File: config.mk
export PLATFORM = sky130hd
export DESIGN_NAME = pwt_timer
export DESIGN_NICKNAME = d
export VERILOG_FILES = /design/src/design/pwt_timer.v
export VERILOG_INCLUDE_DIRS = /design/src /design/src/design
export SDC_FILE = /design/constraint.sdc
export NUM_CORES = 1
export LEC_CHECK = 0
export ABC_AREA = 1
export BUFFER_PORTS_ARGS = -buffer_cell sky130_fd_sc_hd__buf_4
export CAP_MARGIN = 30
export CORE_MARGIN = 2
export CORE_UTILIZATION = 50
export CTS_CLUSTER_SIZE = 28
export DETAILED_ROUTE_END_ITERATION = 10
export GPL_TIMING_DRIVEN = 0
export PLACE_DENSITY = 0.76
export REMOVE_ABC_BUFFERS = 1
export SETUP_SLACK_MARGIN = 0.1
export SKIP_CTS_REPAIR_TIMING = 1
export SLEW_MARGIN = 15
export SYNTH_ARGS = -nofsm -noshare
export SYNTH_HDL_FRONTEND = slang
export SYNTH_SLANG_ARGS = --single-unit
File: constraint.sdc
create_clock -name clock_i -period 7 [get_ports clock_i]
set_clock_uncertainty 0.15 [all_clocks]
set_input_delay 1.05 -clock clock_i [delete_from_list [all_inputs] [get_ports clock_i]]
set_output_delay 1.05 -clock clock_i [all_outputs]
set_load 0.01 [all_outputs]
File: src/design/pwt_consts.vh
// register offsets, field positions and reset values of the pwm timer
`ifndef PWT_CONSTS_VH
`define PWT_CONSTS_VH
// ****************************
// register offsets
// ****************************
`define PWT_CTRLA 8'h00
`define PWT_CTRLC 8'h02
`define PWT_CTRLD 8'h03
`define PWT_CMD_CTRL 8'h04
`define PWT_EVENT_INPUT_CONTROL_A 8'h08
`define PWT_EVENT_INPUT_CONTROL_B 8'h09
`define PWT_INT_EN 8'h0C
`define PWT_INT_FLAG 8'h0D
`define PWT_STATUS 8'h0E
`define PWT_INMODE_A 8'h10
`define PWT_INMODE_B 8'h11
`define PWT_FAULT_CTRL 8'h12
`define PWT_DLYCTRL 8'h14
`define PWT_DELAY_COUNT_VALUE 8'h15
`define PWT_DITCTRL 8'h18
`define PWT_DITVAL 8'h19
`define PWT_SNAP_A_L 8'h22
`define PWT_SNAP_A_H 8'h23
`define PWT_SNAP_B_L 8'h24
`define PWT_SNAP_B_H 8'h25
`define PWT_ASET_L 8'h28
`define PWT_ACLR_L 8'h2A
`define PWT_BSET_L 8'h2C
`define PWT_BCLR_L 8'h2E
`define PWT_PROTECT_KEY 8'h3F
// ****************************
// field positions
// ****************************
`define PWT_ENABLE_BIT 0
`define PWT_OVR_BIT 0
`define PWT_CSEL_BIT 6
`define PWT_DSEL_BIT 7
`define PWT_SCAP_A_BIT 3
`define PWT_SCAP_B_BIT 4
`define PWT_ACTION_BIT 2
`define PWT_IRQ_OVF_BIT 0
`define PWT_IRQ_ON_TIME_A_ENTRY_FLAG_BIT 2
`define PWT_IRQ_ON_TIME_B_ENTRY_FLAG_BIT 3
`define PWT_COMMAND_READY_FLAG_BIT 1
`define PWT_ENRDY_BIT 0
// ****************************
// codes, reset values and timing
// ****************************
`define PWT_MODE_END_ON 4'h8
`define PWT_DELAY_TRIGGER_SELECT_BLANK 2'h1
`define PWT_DELAY_TRIGGER_SELECT_DELAY 2'h2
`define PWT_DITSEL_OTB 2'h0
`define PWT_DITSEL_DTB 2'h2
`define PWT_SLEEP_IDLE 2'h1
`define PWT_RESET_BYTE 8'h00
`define PWT_RESET_CMP 12'h000
// arbitrary unlock key value
`define PWT_UNLOCK_KEY 8'h5A
`define PWT_UNLOCK_CYCLES 3'h4
`endif

File: src/design/pwt_timer.v
// one-ramp pwm timer with capture, output routing and output events
//
// The register addresses and the address-and-strobe port were left to the implementer.
`timescale 1ns/100ps
`include "pwt_consts.vh"
module pwt_timer (
  input wire clock_i,
  input wire rst_i,
  input wire por_i,
  input wire [7:0] timer_output_fuse_i,
  input wire [7:0] addr_i,
  input wire [7:0] wdata_i,
  input wire wr_i,
  input wire rd_i,
  output reg [7:0] rdata_o,
  input wire event_a_i,
  input wire event_b_i,
  input wire fault_i,
  input wire [1:0] sleep_mode_i,
  input wire sleep_i,
  output reg waveform_out_a_o,
  output reg waveform_out_b_o,
  output reg waveform_out_c_o,
  output reg waveform_out_d_o,
  output reg [3:0] output_enable_bits_o,
  output reg evt_b_clear_o,
  output reg evt_a_set_o,
  output reg evt_b_set_o,
  output reg evt_prog_o,
  output wire cycle_end_irq_o,
  output wire on_time_entry_vector_o
);
  localparam [1:0] PH_DTA = 2'h0;
  localparam [1:0] PH_OTA = 2'h1;
  localparam [1:0] PH_DTB = 2'h2;
  localparam [1:0] PH_OTB = 2'h3;
  reg [7:0] ctrla_r, ctrlc_r, ctrld_r, event_input_control_a_r, event_input_control_b_r, int_en_r, flags_r;
  reg [7:0] inmode_a_r, inmode_b_r, fault_ctrl_r, dlyctrl_r, delay_count_value_r, ditctrl_r, ditval_r;
  reg [11:0] aset_r, aclr_r, bset_r, bclr_r, cnt_r, cnt_nxt, snap_a_r, snap_b_r;
  reg [3:0] temp_hi_r;
  reg [1:0] scap_pend_r;
  reg [2:0] unlock_r;
  reg [4:0] dit_acc_r;
  reg dit_ext_r;
  reg [1:0] phase_r;
  reg [1:0] phase_nxt;
  reg [2:0] pre_cnt_r;
  reg [7:0] dly_cnt_r;
  reg dly_busy_r;
  reg [7:0] flags_nxt;
  reg [7:0] rd_nxt;
  reg cycle_end;
  wire running;
  wire cap_a;
  wire cap_b;
  wire wr_fault_ok;
  wire [11:0] bset_eff;
  wire [11:0] bclr_eff;
  wire end_on_a;
  wire end_on_b;
  wire prog_on_time_entry_vector;
  wire dly_tick;
  // ****************************
  // helpers
  // ****************************
  function [1:0] phase_of;
    input [11:0] c;
    input [11:0] as;
    input [11:0] ac;
    input [11:0] bs;
    begin
      if (c < as) begin
        phase_of = PH_DTA;
      end else if (c < ac) begin
        phase_of = PH_OTA;
      end else if (c < bs) begin
        phase_of = PH_DTB;
      end else begin
        phase_of = PH_OTB;
      end
    end
  endfunction
  function [11:0] wr_byte;
    input [11:0] old;
    input hi;
    input [7:0] d;
    begin
      wr_byte = hi ? {d[3:0], old[7:0]} : {old[11:8], d};
    end
  endfunction
  // ****************************
  // counter, phases and dither
  // ****************************
  assign running = ctrla_r[`PWT_ENABLE_BIT] && (!sleep_i || sleep_mode_i == `PWT_SLEEP_IDLE);
  assign bset_eff = (ditctrl_r[1:0] == `PWT_DITSEL_DTB && dit_ext_r) ? bset_r + 12'h001 : bset_r;
  assign bclr_eff = (ditctrl_r[1:0] == `PWT_DITSEL_OTB && dit_ext_r) ? bclr_r + 12'h001 : bclr_r;
  assign end_on_a = event_a_i && inmode_a_r[3:0] == `PWT_MODE_END_ON && phase_r == PH_OTA;
  assign end_on_b = event_b_i && inmode_b_r[3:0] == `PWT_MODE_END_ON && phase_r == PH_OTB;
  always @* begin
    cycle_end = 1'b0;
    cnt_nxt = cnt_r;
    if (running) begin
      if (end_on_b || cnt_r >= bclr_eff) begin
        cycle_end = 1'b1;
        cnt_nxt = 12'h000;
      end else if (end_on_a) begin
        cnt_nxt = aclr_r;
      end else begin
        cnt_nxt = cnt_r + 12'h001;
      end
    end
    phase_nxt = phase_of(cnt_nxt, aset_r, aclr_r, bset_eff);
  end
  always @(posedge clock_i) begin
    if (rst_i) begin
      cnt_r <= `PWT_RESET_CMP;
      phase_r <= PH_DTA;
      dit_acc_r <= 5'h00;
      dit_ext_r <= 1'b0;
    end else begin
      cnt_r <= cnt_nxt;
      phase_r <= phase_nxt;
      if (cycle_end) begin
        dit_acc_r <= {1'b0, dit_acc_r[3:0]} + {1'b0, ditval_r[3:0]};
        dit_ext_r <= dit_acc_r[4];
      end
    end
  end
  // ****************************
  // snapshots and flags
  // ****************************
  assign cap_a = (event_a_i && event_input_control_a_r[`PWT_ACTION_BIT]) || scap_pend_r[0];
  assign cap_b = (event_b_i && event_input_control_b_r[`PWT_ACTION_BIT]) || scap_pend_r[1];
  always @* begin
    flags_nxt = flags_r;
    if (wr_i && addr_i == `PWT_INT_FLAG) begin
      flags_nxt = flags_r & ~wdata_i;
    end
    if (cycle_end) begin
      flags_nxt[`PWT_IRQ_OVF_BIT] = 1'b1;
    end
    if (cap_a || (running && phase_nxt == PH_OTA && phase_r != PH_OTA)) begin
      flags_nxt[`PWT_IRQ_ON_TIME_A_ENTRY_FLAG_BIT] = 1'b1;
    end
    if (cap_b || (running && phase_nxt == PH_OTB && phase_r != PH_OTB)) begin
      flags_nxt[`PWT_IRQ_ON_TIME_B_ENTRY_FLAG_BIT] = 1'b1;
    end
  end
  assign cycle_end_irq_o = flags_r[`PWT_IRQ_OVF_BIT] & int_en_r[`PWT_IRQ_OVF_BIT];
  assign on_time_entry_vector_o = (flags_r[`PWT_IRQ_ON_TIME_A_ENTRY_FLAG_BIT] & int_en_r[`PWT_IRQ_ON_TIME_A_ENTRY_FLAG_BIT]) |
    (flags_r[`PWT_IRQ_ON_TIME_B_ENTRY_FLAG_BIT] & int_en_r[`PWT_IRQ_ON_TIME_B_ENTRY_FLAG_BIT]);
  always @(posedge clock_i) begin
    if (rst_i) begin
      snap_a_r <= `PWT_RESET_CMP;
      snap_b_r <= `PWT_RESET_CMP;
      flags_r <= `PWT_RESET_BYTE;
      scap_pend_r <= 2'h0;
    end else begin
      flags_r <= flags_nxt;
      if (cap_a) begin
        snap_a_r <= cnt_r;
      end
      if (cap_b) begin
        snap_b_r <= cnt_r;
      end
      if (wr_i && addr_i == `PWT_CMD_CTRL) begin
        scap_pend_r <= {wdata_i[`PWT_SCAP_B_BIT], wdata_i[`PWT_SCAP_A_BIT]};
      end else begin
        scap_pend_r <= 2'h0;
      end
    end
  end
  // ****************************
  // register writes
  // ****************************
  assign wr_fault_ok = wr_i && addr_i == `PWT_FAULT_CTRL && unlock_r != 3'h0;
  always @(posedge clock_i) begin
    if (por_i) begin
      fault_ctrl_r <= `PWT_RESET_BYTE;
    end else if (rst_i) begin
      fault_ctrl_r <= timer_output_fuse_i;
    end else if (wr_fault_ok) begin
      fault_ctrl_r <= wdata_i;
    end
  end
  always @(posedge clock_i) begin
    if (rst_i) begin
      ctrla_r <= `PWT_RESET_BYTE;
      ctrlc_r <= `PWT_RESET_BYTE;
      ctrld_r <= `PWT_RESET_BYTE;
      event_input_control_a_r <= `PWT_RESET_BYTE;
      event_input_control_b_r <= `PWT_RESET_BYTE;
      int_en_r <= `PWT_RESET_BYTE;
      inmode_a_r <= `PWT_RESET_BYTE;
      inmode_b_r <= `PWT_RESET_BYTE;
      dlyctrl_r <= `PWT_RESET_BYTE;
      delay_count_value_r <= `PWT_RESET_BYTE;
      ditctrl_r <= `PWT_RESET_BYTE;
      ditval_r <= `PWT_RESET_BYTE;
      aset_r <= `PWT_RESET_CMP;
      aclr_r <= `PWT_RESET_CMP;
      bset_r <= `PWT_RESET_CMP;
      bclr_r <= `PWT_RESET_CMP;
      unlock_r <= 3'h0;
    end else begin
      if (wr_i && addr_i == `PWT_PROTECT_KEY && wdata_i == `PWT_UNLOCK_KEY) begin
        unlock_r <= `PWT_UNLOCK_CYCLES;
      end else if (unlock_r != 3'h0) begin
        unlock_r <= unlock_r - 3'h1;
      end
      if (wr_i) begin
        if (addr_i == `PWT_CTRLA) begin
          ctrla_r <= wdata_i;
        end else if (addr_i == `PWT_CTRLC) begin
          ctrlc_r <= wdata_i;
        end else if (addr_i == `PWT_CTRLD) begin
          ctrld_r <= wdata_i;
        end else if (addr_i == `PWT_EVENT_INPUT_CONTROL_A) begin
          event_input_control_a_r <= wdata_i;
        end else if (addr_i == `PWT_EVENT_INPUT_CONTROL_B) begin
          event_input_control_b_r <= wdata_i;
        end else if (addr_i == `PWT_INT_EN) begin
          int_en_r <= wdata_i;
        end else if (addr_i == `PWT_INMODE_A) begin
          inmode_a_r <= {4'h0, wdata_i[3:0]};
        end else if (addr_i == `PWT_INMODE_B) begin
          inmode_b_r <= {4'h0, wdata_i[3:0]};
        end else if (addr_i == `PWT_DLYCTRL) begin
          dlyctrl_r <= {2'h0, wdata_i[5:0]};
        end else if (addr_i == `PWT_DELAY_COUNT_VALUE) begin
          delay_count_value_r <= wdata_i;
        end else if (addr_i == `PWT_DITCTRL) begin
          ditctrl_r <= {6'h00, wdata_i[1:0]};
        end else if (addr_i == `PWT_DITVAL) begin
          ditval_r <= {4'h0, wdata_i[3:0]};
        end else if (addr_i[7:1] == `PWT_ASET_L >> 1) begin
          aset_r <= wr_byte(aset_r, addr_i[0], wdata_i);
        end else if (addr_i[7:1] == `PWT_ACLR_L >> 1) begin
          aclr_r <= wr_byte(aclr_r, addr_i[0], wdata_i);
        end else if (addr_i[7:1] == `PWT_BSET_L >> 1) begin
          bset_r <= wr_byte(bset_r, addr_i[0], wdata_i);
        end else if (addr_i[7:1] == `PWT_BCLR_L >> 1) begin
          bclr_r <= wr_byte(bclr_r, addr_i[0], wdata_i);
        end
      end
    end
  end
  // ****************************
  // register reads
  // ****************************
  always @* begin
    rd_nxt = 8'h00;
    if (addr_i == `PWT_CTRLA) begin
      rd_nxt = ctrla_r;
    end else if (addr_i == `PWT_CTRLC) begin
      rd_nxt = ctrlc_r;
    end else if (addr_i == `PWT_CTRLD) begin
      rd_nxt = ctrld_r;
    end else if (addr_i == `PWT_EVENT_INPUT_CONTROL_A) begin
      rd_nxt = event_input_control_a_r;
    end else if (addr_i == `PWT_EVENT_INPUT_CONTROL_B) begin
      rd_nxt = event_input_control_b_r;
    end else if (addr_i == `PWT_INT_EN) begin
      rd_nxt = int_en_r;
    end else if (addr_i == `PWT_INT_FLAG) begin
      rd_nxt = flags_r;
    end else if (addr_i == `PWT_STATUS) begin
      rd_nxt[`PWT_COMMAND_READY_FLAG_BIT] = scap_pend_r == 2'h0;
      rd_nxt[`PWT_ENRDY_BIT] = 1'b1;
    end else if (addr_i == `PWT_INMODE_A) begin
      rd_nxt = inmode_a_r;
    end else if (addr_i == `PWT_INMODE_B) begin
      rd_nxt = inmode_b_r;
    end else if (addr_i == `PWT_FAULT_CTRL) begin
      rd_nxt = fault_ctrl_r;
    end else if (addr_i == `PWT_DLYCTRL) begin
      rd_nxt = dlyctrl_r;
    end else if (addr_i == `PWT_DELAY_COUNT_VALUE) begin
      rd_nxt = delay_count_value_r;
    end else if (addr_i == `PWT_DITCTRL) begin
      rd_nxt = ditctrl_r;
    end else if (addr_i == `PWT_DITVAL) begin
      rd_nxt = ditval_r;
    end else if (addr_i == `PWT_SNAP_A_L) begin
      rd_nxt = snap_a_r[7:0];
    end else if (addr_i == `PWT_SNAP_B_L) begin
      rd_nxt = snap_b_r[7:0];
    end else if (addr_i == `PWT_SNAP_A_H || addr_i == `PWT_SNAP_B_H) begin
      rd_nxt = {4'h0, temp_hi_r};
    end
  end
  always @(posedge clock_i) begin
    if (rst_i) begin
      rdata_o <= 8'h00;
      temp_hi_r <= 4'h0;
    end else begin
      rdata_o <= rd_i ? rd_nxt : 8'h00;
      if (rd_i && addr_i == `PWT_SNAP_A_L) begin
        temp_hi_r <= snap_a_r[11:8];
      end else if (rd_i && addr_i == `PWT_SNAP_B_L) begin
        temp_hi_r <= snap_b_r[11:8];
      end
    end
  end
  // ****************************
  // waveform outputs
  // ****************************
  always @(posedge clock_i) begin
    if (rst_i) begin
      waveform_out_a_o <= 1'b0;
      waveform_out_b_o <= 1'b0;
      waveform_out_c_o <= 1'b0;
      waveform_out_d_o <= 1'b0;
      output_enable_bits_o <= 4'h0;
    end else begin
      output_enable_bits_o <= fault_ctrl_r[7:4];
      if (fault_i || !ctrla_r[`PWT_ENABLE_BIT]) begin
        waveform_out_a_o <= fault_ctrl_r[0];
        waveform_out_b_o <= fault_ctrl_r[1];
        waveform_out_c_o <= fault_ctrl_r[2];
        waveform_out_d_o <= fault_ctrl_r[3];
      end else begin
        if (ctrlc_r[`PWT_OVR_BIT]) begin
          waveform_out_a_o <= (phase_nxt == PH_OTA) ? ctrld_r[1] : ctrld_r[0];
          waveform_out_b_o <= (phase_nxt == PH_OTB) ? ctrld_r[7] : ctrld_r[6];
        end else begin
          waveform_out_a_o <= phase_nxt == PH_OTA;
          waveform_out_b_o <= phase_nxt == PH_OTB;
        end
        waveform_out_c_o <= ctrlc_r[`PWT_CSEL_BIT] ? waveform_out_b_o : waveform_out_a_o;
        waveform_out_d_o <= ctrlc_r[`PWT_DSEL_BIT] ? waveform_out_b_o : waveform_out_a_o;
      end
    end
  end
  // ****************************
  // output events
  // ****************************
  assign prog_on_time_entry_vector = running && (
    (dlyctrl_r[1:0] == 2'h0 && cnt_r == aset_r) || (dlyctrl_r[1:0] == 2'h1 && cnt_r == aclr_r) ||
    (dlyctrl_r[1:0] == 2'h2 && cnt_r == bset_r) || (dlyctrl_r[1:0] == 2'h3 && cnt_r == bclr_r));
  assign dly_tick = pre_cnt_r == ((3'h1 << dlyctrl_r[5:4]) - 3'h1);
  always @(posedge clock_i) begin
    if (rst_i) begin
      evt_b_clear_o <= 1'b0;
      evt_a_set_o <= 1'b0;
      evt_b_set_o <= 1'b0;
      evt_prog_o <= 1'b0;
      pre_cnt_r <= 3'h0;
      dly_cnt_r <= 8'h00;
      dly_busy_r <= 1'b0;
    end else begin
      evt_b_clear_o <= running && cnt_r == bclr_r;
      evt_a_set_o <= running && cnt_r == aset_r;
      evt_b_set_o <= running && cnt_r == bset_r;
      evt_prog_o <= 1'b0;
      if (dlyctrl_r[3:2] == `PWT_DELAY_TRIGGER_SELECT_BLANK) begin
        evt_prog_o <= prog_on_time_entry_vector;
        dly_busy_r <= 1'b0;
      end else if (dlyctrl_r[3:2] == `PWT_DELAY_TRIGGER_SELECT_DELAY) begin
        if (!dly_busy_r && prog_on_time_entry_vector) begin
          if (delay_count_value_r == 8'h00) begin
            evt_prog_o <= 1'b1;
          end else begin
            dly_busy_r <= 1'b1;
            dly_cnt_r <= 8'h00;
            pre_cnt_r <= 3'h0;
          end
        end else if (dly_busy_r) begin
          pre_cnt_r <= dly_tick ? 3'h0 : pre_cnt_r + 3'h1;
          if (dly_tick) begin
            dly_cnt_r <= dly_cnt_r + 8'h01;
            if (dly_cnt_r + 8'h01 == delay_count_value_r) begin
              evt_prog_o <= 1'b1;
              dly_busy_r <= 1'b0;
            end
          end
        end
      end else begin
        dly_busy_r <= 1'b0;
      end
    end
  end
endmodule

* Word-level counts from Yosys, hierarchy flattened
Index checks and enable logic that the tools add are counted.
Word-level totals: bits of input ports 35, bits in registers 225, output and inout port bits 22
Cells by class: add/sub/neg operators 8, mux-type cells 69, magnitude comparators 4, reductions and logical operators 84, eq/ne operators 47, shift-type cells 1, bitwise operators 26
Operators by type and width (count):
- $mux 8 | 22
- $mux 12 | 5
- $eq 8x5->1 const B | 7
- $eq 12x12->1 | 4
- $eq 8x4->1 const B | 5
- $eq 8x6->1 const B | 5
- $add 12x1->12 const B | 3
- $lt 12x12->1 | 3
- $reduce_and 18->1 | 2
- $reduce_and 17->1 | 2
- $reduce_and 16->1 | 2
- $logic_and 1x1->1 | 30
- $reduce_and 15->1 | 2
- $eq 7x5->1 const B | 4
- $mux 1 | 28
- $not 1->1 | 20
- $mux 3 | 6
- $eq 8x2->1 const B | 2
- $logic_not 8->1 | 2
- $mux 4 | 4
- $reduce_bool 2->1 | 8
- $reduce_and 13->1 | 1
- $eq 2x2->1 const B | 6
- $ge 12x12->1 | 1
- 36 further kinds | 65

* Logic depth before layout (Yosys ltp)
word-level depth 20, mapped depth 31, mapped depth without buffers 31

* Worst setup path before layout
Ideal clock, no wire load.
path kind reg2reg, start point register ditctrl_r[0], end point register waveform_out_a_o, stages on the path, launching flop included 29, setup time 0.070 ns, slack 2.700 ns, period minus slack after synthesis 4.300 ns, arrival 4.079 ns, cells stage by stage dfxtp_1 > nor3_1 > nand2_1 > and3b_1 > nand4_1 > nor3_1 > xor2_1 > ha_1 > nand4_1 > inv_1 > nand2_1 > nand3_1 > nor2_1 > nand2_1 > nand2_1 > inv_1 > clkbuf_1 > nor2_1 > ha_1 > nand3_1 > a31oi_1 > inv_1 > o211a_1 > nand2_1 > inv_1 > nand2_1 > o21ai_0 > nand3_1 > a21oi_1
Between the ends: longest elaborated chain between the ends 15
Ends and longest elaborated chain:
- start: declaration | line pwt_timer.v:38 | reg [7:0] inmode_a_r, inmode_b_r, fault_ctrl_r, dlyctrl_r, delay_count_value_r, ditctrl_r, ditval_r;
- start signal: assignment | line pwt_timer.v:198 | ditctrl_r <= `PWT_RESET_BYTE;
- start signal: assignment | line pwt_timer.v:233 | ditctrl_r <= {6'h00, wdata_i[1:0]};
- $logic_not 2->1 (no source line) *
- $logic_and 1x1->1 * | line pwt_timer.v:96 | assign bclr_eff = (ditctrl_r[1:0] == `PWT_DITSEL_OTB && dit_ext_r) ? bclr_r + 12'h001 : bclr_r;
- $mux 12 * | line pwt_timer.v:96
- $ge 12x12->1 * | line pwt_timer.v:103 | if (end_on_b || cnt_r >= bclr_eff) begin
- $logic_or 1x1->1 * | line pwt_timer.v:103
- $mux 12 * | line pwt_timer.v:103
- $mux 12 * | line pwt_timer.v:102 | if (running) begin
- named net cnt_nxt[9] | line pwt_timer.v:39 | reg [11:0] aset_r, aclr_r, bset_r, bclr_r, cnt_r, cnt_nxt, snap_a_r, snap_b_r;
- $lt 12x12->1 | line pwt_timer.v:76 | end else if (c < bs) begin
- $mux 1 | line pwt_timer.v:76
- $mux 2 | line pwt_timer.v:74 | end else if (c < ac) begin
- $mux 2 * | line pwt_timer.v:72 | if (c < as) begin
- $eq 2x1->1 * | line pwt_timer.v:324, pwt_timer.v:327
- $mux 1 | line pwt_timer.v:324 | waveform_out_a_o <= (phase_nxt == PH_OTA) ? ctrld_r[1] : ctrld_r[0];
- $mux 1 * | line pwt_timer.v:323 | if (ctrlc_r[`PWT_OVR_BIT]) begin
- $mux 1 * | line pwt_timer.v:317 | if (fault_i || !ctrla_r[`PWT_ENABLE_BIT]) begin
- end signal: assignment | line pwt_timer.v:318 | waveform_out_a_o <= fault_ctrl_r[0];
- end signal: assignment | line pwt_timer.v:324
- end: declaration | line pwt_timer.v:21 | output reg waveform_out_a_o,
The timed path passes the listed nets; every way through them passes the cells marked *. A chain may end at the register's enable or synchronous reset.

* Worst setup path in the final report
Ends and elaborated chain as after synthesis.

==> results.cfg <==
[outcome]
status = finished clean

[floorplanning]
ioPinCount = 57
die-area_um2 = 25400
start_util = 0.512
rows = 56
core_um2 = 23600
die_height_um = 160
die_x_um = 160

[sta]
worst_slew_margin_rel = 0.319
setup-tns-final_ns = 0
finalHoldViolations = 0
worstMarginPinSlew_ns = 1.02
fin_crit_ns = 6.05
setup_violations = 0
rsz0062_at_grt = false
drv_slew = 0
timing.fmax_ghz = 0.165
min_period_over_period = 0.864

[min_path]
hp-class = register to register
min_path_cells = 2

[routing]
vias = 11500
viasPerCell = 5.78
avgRoutedWirePerCell_um = 18.4
drt_iter0_markers = 1025
detail-route-antenna-nets = 0
first_pass_iters = 5
routed_wl_um = 36700
post-route-drc-count = 0

[grt]
met3_usage = 0.0615
antenna_found_initial = 0
grt_use_met1 = 0.372
grt_pass1_wl_um = 57400
grt-busiest-layer = met2
grt_pass1_vias = 10700
track_usage = 0.280
grt_max_degree = 90
grt_remaining_overflow = 0
grt_use_met2 = 0.445

[setup_path]
max_stage_delay_ns = 0.73
critical_path.endpoint_type = register
start_kind = register
crit_required_ns = 7.32
crit_cells = 27
crit_path_top_delay_cell = nor3_1
path_max_fanout = 14
crit_family = simple AND/OR/NAND/NOR gates
path_class = register to register
crit_top_cell = nand2_1
ff2ff_path_depth = 27
path_buf_inv = 4
arrival_ns = 6.37

[cells_and_area]
final_common_cell = nand2_1
nets = 1750
num_antenna_cells = 0
drive_gt1_frac = 0.0907
most-common-layout-cells = nand2_1 (250), dfxtp_1 (225), a21oi_1 (204), inv_1 (193), o21ai_0 (179)
syn2layout_area_growth_pct = 11.4

[cts]
cts-buffers-inserted = 25
cts.clk_slew.worst_paths_ns = 0.06
cts_sinks = 225
cts-root-buf = clkbuf_16
clockBufferDepth = 3
tritoncts = yes
htree_levels = 1
clk_latency_ns = 0.55

[power]
sw_frac_of_total = 0.234
seq_power_share = 0.452
intPower_mw = 2.21
peakVddDrop_mv = 0.144
clkPwrFrac = 0.491
switching_power_uw = 676
power.leakage_nw = 5.66
pwr_density_cell_nw_per_um2 = 214
power.total_mw = 2.89
p_comb_frac = 0.057

[synth]
synth_area_um2 = 12100
syn_area_per_cell_um2 = 7.36
seq_area_frac_synth = 0.372
async_flop_share = 0
syn_inst = 1643
synth-seq-cells = 225
yosysWarnings = 0
yosys.cell_types.count = 59
dominantRegCellSynth = dfxtp_1
synth_edf_count = 0

[placed_design]
gp_congestion = 0.950
hpwl_um = 26100
port_buffers = 56

[run]
maxCapViolCount = 0
==> power groups by stage <==
stage	Clock, mW	Sequential (mW)	Combinational [mW]
finish	1.42	1.30	0.165
global route	1.48	1.31	0.179
CTS	1.43	1.30	0.163
detailed placement	0	1.33	0.162
global placement	0	1.33	0.159
floorplan	0	1.33	0.0843
==> routing by layer <==
layer  vias to the layer above  wire length (um)
met3                        87              3440
met4                         0              1370
li1                       5570                 -
met2                       513             16500
met1                      5360             15400
met5                         -                 0
==> metrics by stage <==
stage          utilization  hold slack (ns)  instance area (um^2)  setup WS (ns)  std cells
2_1_floorplan            -            0.261                 11700           2.79       1572
5_1_grt              0.570            0.320                 13500          0.492       1995
3_5_place_dp         0.532            0.286                 12600           1.19       1949
4_1_cts              0.570            0.298                 13500           1.08       1995
6_report             0.570            0.298                 13500          0.953       1995
3_3_place_gp         0.530            0.283                 12500           1.03       1947
==> tightest hold or removal path, cell delays in order (launching register included) <==
cell and delay (ns):
dfxtp_1 0.31, inv_1 0.05, a21oi_1 0.05
==> cells in the mapped netlist, drive strengths merged (29+ instances only) <==
cell | count | area [um^2]
nand2 | 255 | 975
inv | 207 | 780
o21ai | 184 | 925
nand3 | 82 | 425
nand4 | 29 | 181
clkbuf | 40 | 160
buf | 31 | 234
a21oi | 207 | 1050
nor3 | 35 | 218
xor2 | 67 | 587
nor2 | 117 | 492
dfxtp | 225 | 4500
ha | 57 | 713
==> registers in the layout, indices dropped and copies added, names as in the netlist, 12 cells and up <==
signal,cells
aclr_r,12
snap_a_r,12
aset_r,12
cnt_r,12
bclr_r,12
bset_r,12
snap_b_r,12
==> cell type report <==
class                      count  area [um^2]
clock inverter                10          143
inverter                     210          796
fill                        2227        10100
clock buffer                  36          757
sequential                   225         4500
tap                          319          399
multi-input combinational   1137         6410
timing repair buffer          58          463
==> logic make-up (layout without fill, tap and decap cells) <==
logic type,after synthesis,in the layout,share of synthesized area
buf+inv,281,314,0.0980
flops,225,225,0.372
xor+xnor,74,74,0.0536
mux,1,1,0.000828
simple gates,538,538,0.204
compound gates,466,466,0.211
fa+ha+maj,58,58,0.0606
==> final timing paths <==
path	from	to	slack [ns]
worst max-delay path	ditctrl_r[0]	waveform_out_a_o	0.95
worst min-delay path	ctrld_r[5]	ctrld_r[5]	0.30
worst max register to register	ditctrl_r[0]	waveform_out_a_o	0.95
worst min register to register	ctrld_r[5]	ctrld_r[5]	0.30
Note: power is estimated with default switching activity, not from simulation.
